### src/acs_pkg.sv
// Shared constants and types of the conversion sequencer.
package acs_pkg;
  // Clock and timing figures in their own units.
  localparam int CLK_PERIOD_NS = 8;
  localparam int CONV_ANALOG_NS = 9000;
  localparam int CONV_TEMP_NS = 27000;
  localparam int ACQ_NS = 400;
  localparam int SETTLE_NS = 100;
  // Widths.
  localparam int RESULT_W = 10;
  localparam int CHAN_W = 3;
  localparam int TIMER_W = 12;
  // Cycle counts derived from the figures above.
  localparam int CONV_ANALOG_CYC = CONV_ANALOG_NS / CLK_PERIOD_NS;
  localparam int CONV_TEMP_CYC = CONV_TEMP_NS / CLK_PERIOD_NS;
  localparam int ACQ_CYC = (ACQ_NS + CLK_PERIOD_NS - 1) / CLK_PERIOD_NS;
  localparam int SETTLE_CYC =
    (SETTLE_NS + CLK_PERIOD_NS - 1) / CLK_PERIOD_NS;
  localparam int STEP_ANALOG_CYC = CONV_ANALOG_CYC / (RESULT_W + 1);
  localparam int STEP_TEMP_CYC = CONV_TEMP_CYC / (RESULT_W + 1);
  // Channel selection and control byte decode.
  localparam logic [2:0] CHAN_TEMP = 3'h0;
  localparam logic [2:0] CHAN_RESET = CHAN_TEMP;
  localparam logic [7:0] CTRL_ADDR_MASK = 8'hf8;
  // Temperature scaling.
  localparam int TEMP_OFFSET_C = 103;
  localparam int CODES_PER_DEG = 4;
  localparam logic [10:0] TEMP_OFFSET_Q =
    11'(TEMP_OFFSET_C * CODES_PER_DEG);
  // Sequencer states.
  typedef enum logic [2:0]
  {
    ST_ACQ = 3'b001,
    ST_CONV = 3'b010,
    ST_DOWN = 3'b100
  } acs_state_type;
endpackage

### src/acs_sar_if.sv
// Link between the sequencer and its successive-approximation engine.
`timescale 1ns/1ps
`default_nettype none
interface acs_sar_if #(parameter int W = 10);
  logic start;
  logic step;
  logic cmp_above;
  logic [W-1:0] code;
  logic done;
  modport engine (input start, input step, input cmp_above,
                  output code, output done);
  modport seq (output start, output step, output cmp_above,
               input code, input done);
endinterface
`default_nettype wire

### src/acs_sar_engine.sv
// Successive-approximation register that settles one bit per step.
`timescale 1ns/1ps
`default_nettype none
module acs_sar_engine #(parameter int W = 10)
(
  // Clock and reset.
  input wire logic i_clk_sys,
  input wire logic i_resetn,
  // Sequencer side.
  acs_sar_if.engine sar
);
  localparam int IDX_W = $clog2(W);
  localparam logic [W-1:0] MSB_TRIAL = {1'b1, {(W-1){1'b0}}};
  logic [IDX_W-1:0] bit_idx;
  logic active;

  // A bit is kept when the input is at or above the trial level, which
  // yields straight binary with transitions at whole LSB steps.
  always_ff @(posedge i_clk_sys or negedge i_resetn)
  begin
    if (!i_resetn)
    begin
      sar.code <= '0;
      bit_idx <= '0;
      active <= 1'b0;
      sar.done <= 1'b0;
    end
    else if (sar.start)
    begin
      sar.code <= MSB_TRIAL; // [RULE10]
      bit_idx <= IDX_W'(W - 1);
      active <= 1'b1;
      sar.done <= 1'b0;
    end
    else if (sar.step && active)
    begin
      if (!sar.cmp_above)
        sar.code[bit_idx] <= 1'b0; // [RULE10]
      if (bit_idx != '0)
      begin
        sar.code[IDX_W'(bit_idx - 1'b1)] <= 1'b1;
        bit_idx <= IDX_W'(bit_idx - 1'b1);
      end
      else
      begin
        active <= 1'b0;
        sar.done <= 1'b1;
      end
    end
  end
endmodule
`default_nettype wire

### src/acs_sequencer.sv
// Conversion sequencer: start, busy timing, acquisition and result coding.
// Contract
// [RULE1] Start falling edge: hold sampler, begin conversion.
// [RULE2] Busy high 9 us analog, 27 us temperature.
// [RULE3] Conversions paced by internal clock only.
// [RULE4] Temperature is channel zero, takes 27 us.
// [RULE5] Channel code 000 selects temperature sensor.
// [RULE6] Channel selection resets to temperature sensor.
// [RULE7] Host waits 400 ns acquisition before start.
// [RULE8] Acquisition from conversion end to start edge.
// [RULE9] Host keeps 100 ns settling after conversion.
// [RULE10] Straight binary ten-bit result, LSB steps.
// [RULE11] Temperature equals code over four minus 103.
// [RULE12] Codes match listed temperature table points.
// [RULE13] Host reads result after busy falls.
// [RULE14] Address loads only when upper five bits zero.
// [RULE15] Start low at end: power down until rise.
// [RULE16] Result latched at busy fall, held until replaced.
`timescale 1ns/1ps
`default_nettype none
module acs_sequencer
(
  // Clock and reset.
  input wire logic i_clk_sys,
  input wire logic i_resetn,
  // Conversion start strobe from the host.
  input wire logic i_convert_start_n,
  // Control byte written through the serial port.
  input wire logic i_ctrl_wr,
  input wire logic [7:0] i_ctrl_byte,
  // Comparator decision from the analog core.
  input wire logic i_cmp_above,
  // Conversion status.
  output logic o_busy,
  output logic o_hold,
  output logic o_acquiring,
  output logic o_settled,
  output logic o_acq_done,
  output logic o_power_down,
  // Channel and trial code to the analog core.
  output logic [acs_pkg::CHAN_W-1:0] o_channel,
  output logic o_temp_selected,
  output logic [acs_pkg::RESULT_W-1:0] o_dac_code,
  // Result.
  output logic [acs_pkg::RESULT_W-1:0] o_result,
  output logic o_result_new,
  output logic o_temp_valid,
  output logic signed [acs_pkg::RESULT_W:0] o_temp_qdeg
);
  localparam int TW = acs_pkg::TIMER_W;

  acs_sar_if #(.W(acs_pkg::RESULT_W)) sar();

  acs_pkg::acs_state_type state;
  logic start_prev;
  logic start_fall;
  logic start_rise;
  logic conv_temp;
  logic conv_end;
  logic [TW-1:0] timer;
  logic [TW-1:0] step_cnt;
  logic [TW-1:0] step_len;
  logic [TW-1:0] acq_cnt;
  logic sar_start;
  logic sar_step;

  // Conversion length for the channel latched at the start.
  function automatic logic [TW-1:0] conv_cycles(input logic is_temp);
    conv_cycles = is_temp ? TW'(acs_pkg::CONV_TEMP_CYC)
                          : TW'(acs_pkg::CONV_ANALOG_CYC);
  endfunction

  // Spacing of bit decisions for the channel latched at the start.
  function automatic logic [TW-1:0] step_cycles(input logic is_temp);
    step_cycles = is_temp ? TW'(acs_pkg::STEP_TEMP_CYC)
                          : TW'(acs_pkg::STEP_ANALOG_CYC);
  endfunction

  // The strobe is taken as synchronous, so edges come from one register.
  assign start_fall = start_prev && !i_convert_start_n;
  assign start_rise = !start_prev && i_convert_start_n;
  assign conv_end = (state == acs_pkg::ST_CONV) && (timer == '0);
  assign step_len = step_cycles(conv_temp);

  assign sar.start = sar_start;
  assign sar.step = sar_step;
  assign sar.cmp_above = i_cmp_above;
  assign o_dac_code = sar.code;

  always_ff @(posedge i_clk_sys or negedge i_resetn)
  begin
    if (!i_resetn)
      start_prev <= 1'b1;
    else
      start_prev <= i_convert_start_n;
  end

  // Channel address register; bytes with any upper bit set belong to
  // another register and leave the channel alone.
  always_ff @(posedge i_clk_sys or negedge i_resetn)
  begin
    if (!i_resetn)
    begin
      o_channel <= acs_pkg::CHAN_RESET; // [RULE6]
      o_temp_selected <= 1'b1;
    end
    else if (i_ctrl_wr && (i_ctrl_byte & acs_pkg::CTRL_ADDR_MASK) == '0)
    begin
      o_channel <= i_ctrl_byte[acs_pkg::CHAN_W-1:0]; // [RULE14]
      o_temp_selected <=
        i_ctrl_byte[acs_pkg::CHAN_W-1:0] == acs_pkg::CHAN_TEMP; // [RULE5]
    end
  end

  // Main sequence. A start edge is only honoured from acquisition; edges
  // during a conversion are ignored rather than restarting it.
  always_ff @(posedge i_clk_sys or negedge i_resetn)
  begin
    if (!i_resetn)
    begin
      state <= acs_pkg::ST_ACQ;
      o_busy <= 1'b0;
      o_hold <= 1'b0;
      o_power_down <= 1'b0;
      conv_temp <= 1'b0;
      timer <= '0;
    end
    else
    begin
      case (state)
        acs_pkg::ST_ACQ:
        begin
          if (start_fall)
          begin
            state <= acs_pkg::ST_CONV;
            o_hold <= 1'b1; // [RULE1]
            o_busy <= 1'b1; // [RULE2]
            conv_temp <= o_temp_selected; // [RULE4]
            timer <= TW'(conv_cycles(o_temp_selected) - 1'b1); // [RULE2]
          end
        end
        acs_pkg::ST_CONV:
        begin
          if (timer == '0)
          begin
            o_busy <= 1'b0; // [RULE2]
            o_hold <= 1'b0;
            if (!i_convert_start_n)
            begin
              state <= acs_pkg::ST_DOWN;
              o_power_down <= 1'b1; // [RULE15]
            end
            else
              state <= acs_pkg::ST_ACQ;
          end
          else
            timer <= TW'(timer - 1'b1);
        end
        acs_pkg::ST_DOWN:
        begin
          if (start_rise)
          begin
            state <= acs_pkg::ST_ACQ;
            o_power_down <= 1'b0; // [RULE15]
          end
        end
        default:
        begin
          state <= acs_pkg::ST_ACQ;
          o_busy <= 1'b0;
          o_hold <= 1'b0;
          o_power_down <= 1'b0;
        end
      endcase
    end
  end

  // Internal conversion clock: a divider that paces the bit decisions,
  // so no host clock is involved while converting.
  always_ff @(posedge i_clk_sys or negedge i_resetn)
  begin
    if (!i_resetn)
    begin
      sar_start <= 1'b0;
      sar_step <= 1'b0;
      step_cnt <= '0;
    end
    else
    begin
      sar_start <= (state == acs_pkg::ST_ACQ) && start_fall; // [RULE1]
      sar_step <= 1'b0;
      if (state == acs_pkg::ST_ACQ)
        step_cnt <= step_cycles(o_temp_selected);
      else if (state == acs_pkg::ST_CONV)
      begin
        if (step_cnt == TW'(1))
        begin
          sar_step <= 1'b1; // [RULE3]
          step_cnt <= step_len;
        end
        else
          step_cnt <= TW'(step_cnt - 1'b1);
      end
    end
  end

  // Acquisition phase and its elapsed-time flags. The host owns the wait,
  // the flags only report whether it has passed.
  always_ff @(posedge i_clk_sys or negedge i_resetn)
  begin
    if (!i_resetn)
    begin
      o_acquiring <= 1'b1;
      o_settled <= 1'b0;
      o_acq_done <= 1'b0;
      acq_cnt <= '0;
    end
    else if (conv_end)
    begin
      o_acquiring <= 1'b1; // [RULE8]
      o_settled <= 1'b0;
      o_acq_done <= 1'b0;
      acq_cnt <= '0;
    end
    else if (state == acs_pkg::ST_ACQ && start_fall)
    begin
      o_acquiring <= 1'b0; // [RULE8]
      o_settled <= 1'b0;
      o_acq_done <= 1'b0;
    end
    else if (o_acquiring && !o_acq_done)
    begin
      acq_cnt <= TW'(acq_cnt + 1'b1);
      if (acq_cnt == TW'(acs_pkg::SETTLE_CYC - 1))
        o_settled <= 1'b1; // [RULE9]
      if (acq_cnt == TW'(acs_pkg::ACQ_CYC - 1))
        o_acq_done <= 1'b1; // [RULE7]
    end
  end

  // Result register: replaced only at the end of a conversion.
  always_ff @(posedge i_clk_sys or negedge i_resetn)
  begin
    if (!i_resetn)
    begin
      o_result <= '0;
      o_result_new <= 1'b0;
      o_temp_valid <= 1'b0;
      o_temp_qdeg <= '0;
    end
    else
    begin
      o_result_new <= conv_end;
      if (conv_end)
      begin
        o_result <= sar.code; // [RULE16]
        o_temp_valid <= conv_temp;
        o_temp_qdeg <= $signed({1'b0, sar.code} -
                               acs_pkg::TEMP_OFFSET_Q); // [RULE11] [RULE12]
      end
    end
  end

  acs_sar_engine #(.W(acs_pkg::RESULT_W)) u_engine
  (
    .i_clk_sys(i_clk_sys),
    .i_resetn(i_resetn),
    .sar(sar.engine)
  );

  // Helper for the checks below: length of the current busy interval.
  logic [TW-1:0] busy_len;
  always_ff @(posedge i_clk_sys or negedge i_resetn)
  begin
    if (!i_resetn)
      busy_len <= '0;
    else if (o_busy)
      busy_len <= TW'(busy_len + 1'b1);
    else
      busy_len <= '0;
  end
endmodule
`default_nettype wire

### config.mk
export PLATFORM = sky130hd
export DESIGN_NAME = acs_sequencer
export DESIGN_NICKNAME = d
export VERILOG_FILES = /design/src/acs_pkg.sv /design/src/acs_sar_if.sv /design/src/acs_sar_engine.sv /design/src/acs_sequencer.sv
export SDC_FILE = /design/constraint.sdc
export NUM_CORES = 1
export LEC_CHECK = 0
export ABC_AREA = 1
export ABC_CLOCK_PERIOD_IN_PS = 5790
export BUFFER_PORTS_ARGS = -buffer_cell sky130_fd_sc_hd__buf_2
export CELL_PAD_IN_SITES_DETAIL_PLACEMENT = 0
export CELL_PAD_IN_SITES_GLOBAL_PLACEMENT = 1
export CORE_MARGIN = 4
export CORE_UTILIZATION = 30
export CTS_BUF_LIST = sky130_fd_sc_hd__clkbuf_8
export DETAILED_ROUTE_END_ITERATION = 12
export PLACE_DENSITY = 0.66
export REMOVE_ABC_BUFFERS = 1
export SLEW_MARGIN = 30
export SYNTH_ARGS = -nofsm -noshare
export SYNTH_HDL_FRONTEND = slang
export SYNTH_SLANG_ARGS = --single-unit
### constraint.sdc
create_clock -name i_clk_sys -period 5.79 [get_ports i_clk_sys]
set_clock_uncertainty 0.15 [all_clocks]
set_input_delay 0.8685 -clock i_clk_sys [delete_from_list [all_inputs] [get_ports i_clk_sys]]
set_output_delay 0.8685 -clock i_clk_sys [all_outputs]
set_load 0.005 [all_outputs]
==> summary by stage <==
Synthesis
The count of warnings emitted by yosys is 0. Ranked by instance count, the synthesized netlist is headed by 156 x sky130_fd_sc_hd__nand2_1, 84 x sky130_fd_sc_hd__dfrtp_1, 67 x sky130_fd_sc_hd__inv_1. By area the synthesized netlist is led by sky130_fd_sc_hd__dfrtp_1 44%, sky130_fd_sc_hd__nand2_1 12%, sky130_fd_sc_hd__inv_1 5.3%.

The largest area contributor in the synthesized netlist is sky130_fd_sc_hd__dfrtp_1. Summing the sequential cell areas from Yosys gives 46.6% of the chip area. The top cell type by area accounts for 44.4% of the synthesized area. The number of flip-flops and latches in the synthesized netlist is 88.

The synthesized cell area is 4740 µm². The count of flip-flops with a built-in enable after synthesis is 0. The distinct cell type count after synthesis is 38. The mean cell area of the mapped netlist is 8.01 µm². The most used flip-flop cell after synthesis is sky130_fd_sc_hd__dfrtp_1. By instance count, the leading cell after synthesis is sky130_fd_sc_hd__nand2_1. The number of instances in the synthesized netlist is 591.

The post-synthesis async set-or-reset flop share is 100%.

Timing
Subtracting the final worst setup slack from the clock period gives 2410 ps. The worst slew margin relative to its limit is 48.0%. The final number of max-transition violations is 0. The worst hold slack after final layout is 227 ps. The final-report hold violation count is 0. Setup violations remaining at the end of the flow were counted as 0.

Setup total negative slack on the finished layout was measured at 0 ps. The final cycle utilization of the critical path is 41.6%. For this run, the top clock speed supported by timing is 415 MHz. At the pin with the least slew margin, the transition time is 781 ps.

Setup repair after global routing left no endpoint under its margin.

Floorplanning
The starting density of the core is 30.9%. In this run the core area contains 45 standard-cell rows. The die is 134 µm tall. The placeable core region is 15300 µm². During I/O placement, the number of pins put on the boundary was 56. The x dimension of the die is 134 µm. The die footprint is 17900 µm².

Clocking
In this run the deepest clock path goes through 2 buffers. The clock net in this run drives a total of 88 sinks. The TritonCTS clock tree is built. After clock tree synthesis, the repair step resized 0 gates.

TritonCTS created 9 clock buffers. In this run the number of H-tree levels came out at 3. In this run, post-CTS hold repair placed 0 buffers. The number of setup buffers added after CTS is 0. The source-to-sink clock delay at the later pin of the worst-skew pair is 390 ps. The buffer cell driving the clock tree root is sky130_fd_sc_hd__clkbuf_8. The register clock-pin slew on the reported worst setup and hold paths is 90 ps.

Power
The areal power density over the cells is 356 nW/µm². The post-layout total power is 1.92 mW. In this run the static leakage power is 2.66 nW.

VDD sags by at most 0.114 mV.

Setup path
The cell occurring most often along the worst timing path is sky130_fd_sc_hd__nand3_4. Data arrives at the worst endpoint at 2570 ps. The standard cell with the maximum stage delay on the critical path is sky130_fd_sc_hd__inv_1. Walking the worst path, the cells encountered are inv_2 -> nand3_4 -> inv_4 -> nand3_4 -> inv_1 -> nand2_1 -> o21ai_0. The data required time at the worst endpoint is 5950 ps.

The reg-to-reg setup timing slack is 3380 ps. The worst setup path is captured at a register. The critical path is of the reg2reg type. In this run the worst path has a maximum fanout of 43. The count of buffering cells on the critical path with inverters included is 3. The family with the most delay on the worst path is buffers and inverters. The element type at the critical path start is a register. The delay of the slowest critical-path stage is 520 ps.

GRT
The wire length of the first global-routing pass is 19300 µm. The all-layer global routing usage is 13.3%. The number of antenna violations at the first check in global routing is 0. The pin count of the biggest net entering global routing is 62.

The via count of the first global-routing pass was 3912. The total overflow left after global routing is 0.

Final layout
The total area of multi-input combinational cells is 2170 µm². After the flow finishes, the layout carries non-filler instances totaling 865. In the final design database the tool counted 676 nets.

The count of filler cells inserted in the layout is 1637. Of the cells placed in the final design, the portion with a size suffix greater than 1 is 16.1%. The total inserted antenna cells is 0. Cells fill 35.2% of the core in the end. The area added between synthesis and finish is 14.0%. The storage element area is 2210 µm².

Min path
The type of the worst min-delay path is in2async.

Job
Across the run, the number of max-cap violations was 0.

Placed design
The count of port buffers added during placement is 55. Routability-driven placement finished with a final weighted congestion of 0.840. The number of instances in the placed design is 849. The detailed placement HPWL is 8450 µm.

Drt
The post-detailed-route DRC marker count is 0. The routed length per instance is 13.1 µm. The number of nets still failing antenna checks after routing is 0. The first detailed-routing pass took 4 iterations.

In the routed layout, each cell is associated on average with a via count of 4.65. The final layout contains routed wiring with a total length of 11300 µm. The total number of vias is 4026. After the first detailed-routing iteration, the DRC count stood at 221.

Outcome
The flow ran to the end, and the final reports show no timing, DRC or antenna violations.
-- cell type report --
class,count,share of cell area (%)
Clock inverter,7,1.02
Sequential cell,88,40.9
Tap cell,211,4.89
Multi-Input combinational cell,418,40.2
Timing Repair Buffer,56,5.29
Clock buffer,9,2.29
Inverter,76,5.38
-- where the power goes --
| part | internal [mW] | switching, mW | total (mW) | leakage (nW) |
|---|---|---|---|---|
| clock network | 0.160 | 0.244 | 0.404 | 0.0915 |
| logic | 0.222 | 0.443 | 0.664 | 1.43 |
| registers | 0.730 | 0.121 | 0.851 | 1.14 |
| total | 1.11 | 0.807 | 1.92 | 2.66 |
-- through the flow --
step                setup slack, ps  area (µm²)
finish                         3380        5400
global route                   3110        5400
CTS                            3350        5400
detailed placement             3360        5220
global placement               3450        5220
floorplan                      3770        4670
-- cell usage in the layout (no fill, tap or decap), drive strengths merged, types with 2 or more instances in the layout --
cell type / synthesis / routed
a21oi: 18 / 18
buf: 8 / 56
o32ai: 2 / 2
nor2: 59 / 59
nand3b: 4 / 4
nand3: 37 / 37
clkinv: 0 / 4
or2: 4 / 4
xor2: 12 / 12
o31ai: 3 / 3
nor3: 18 / 18
o21a: 2 / 2
clkbuf: 1 / 9
dfrtp: 84 / 84
o211ai: 4 / 4
o22ai: 5 / 5
nand4: 16 / 16
ha: 14 / 14
xnor2: 4 / 4
nand2: 162 / 162
o311ai: 4 / 4
inv: 76 / 78
o21ai: 46 / 46
dfstp: 4 / 4
-- worst register-to-register path, cell delays in order, from the launching register on --
cell and delay, ps:
sky130_fd_sc_hd__dfrtp_1 420, sky130_fd_sc_hd__inv_2 140, sky130_fd_sc_hd__nand3_4 200, sky130_fd_sc_hd__inv_4 190, sky130_fd_sc_hd__nand3_4 400, sky130_fd_sc_hd__inv_1 540, sky130_fd_sc_hd__nand2_1 130, sky130_fd_sc_hd__o21ai_0 160
-- path summary, 6_finish.rpt --
| kind | from | end | depth (start not counted) |
|---|---|---|---|
| setup / recovery | state[2] | o_temp_qdeg[10] | 7 |
| min in group i_clk_sys | o_temp_qdeg[3] | o_temp_qdeg[3] | 2 |
| hold reg to reg | o_temp_qdeg[3] | o_temp_qdeg[3] | 2 |
| max in group asynchronous | i_resetn | timer[7] | 2 |
| setup reg to reg | state[2] | o_temp_qdeg[10] | 7 |
| hold / removal | i_resetn | o_result[4] | 1 |
-- state kept, by name (all words and copies together) (netlist names), 3 cells and up --
name,cells
u_engine.sar.code,10
u_engine.bit_idx,4
acq_cnt,12
o_channel,3
timer,12
step_cnt,12
o_temp_qdeg,9
state,3
o_result,10
-- logic make-up (layout without fill, tap and decap cells) --
family                   after synthesis  after routing  synth area share, %
AND/OR/NAND/NOR                      302            302                 28.9
flip-flops                            88             88                 46.6
AO/OA/AOI/OAI                         86             86                 10.3
buffers and inverters                 85            148                 7.53
XOR/XNOR                              16             16                 2.96
adder cells (fa/ha/maj)               14             14                 3.70
-- layer usage --
metal | vias to the layer above | share of wire, % | wire length (µm) | GRT usage [%]
li1 | 2034 | - | - | -
met1 | 1872 | 48 | 5370 | 17.5
met2 | 102 | 45 | 5070 | 21.1
met3 | 18 | 5.3 | 596 | 3.17
met4 | 0 | 2.3 | 255 | 5.54
met5 | - | 0 | 0 | 0
(Power assumes the default switching activity.)
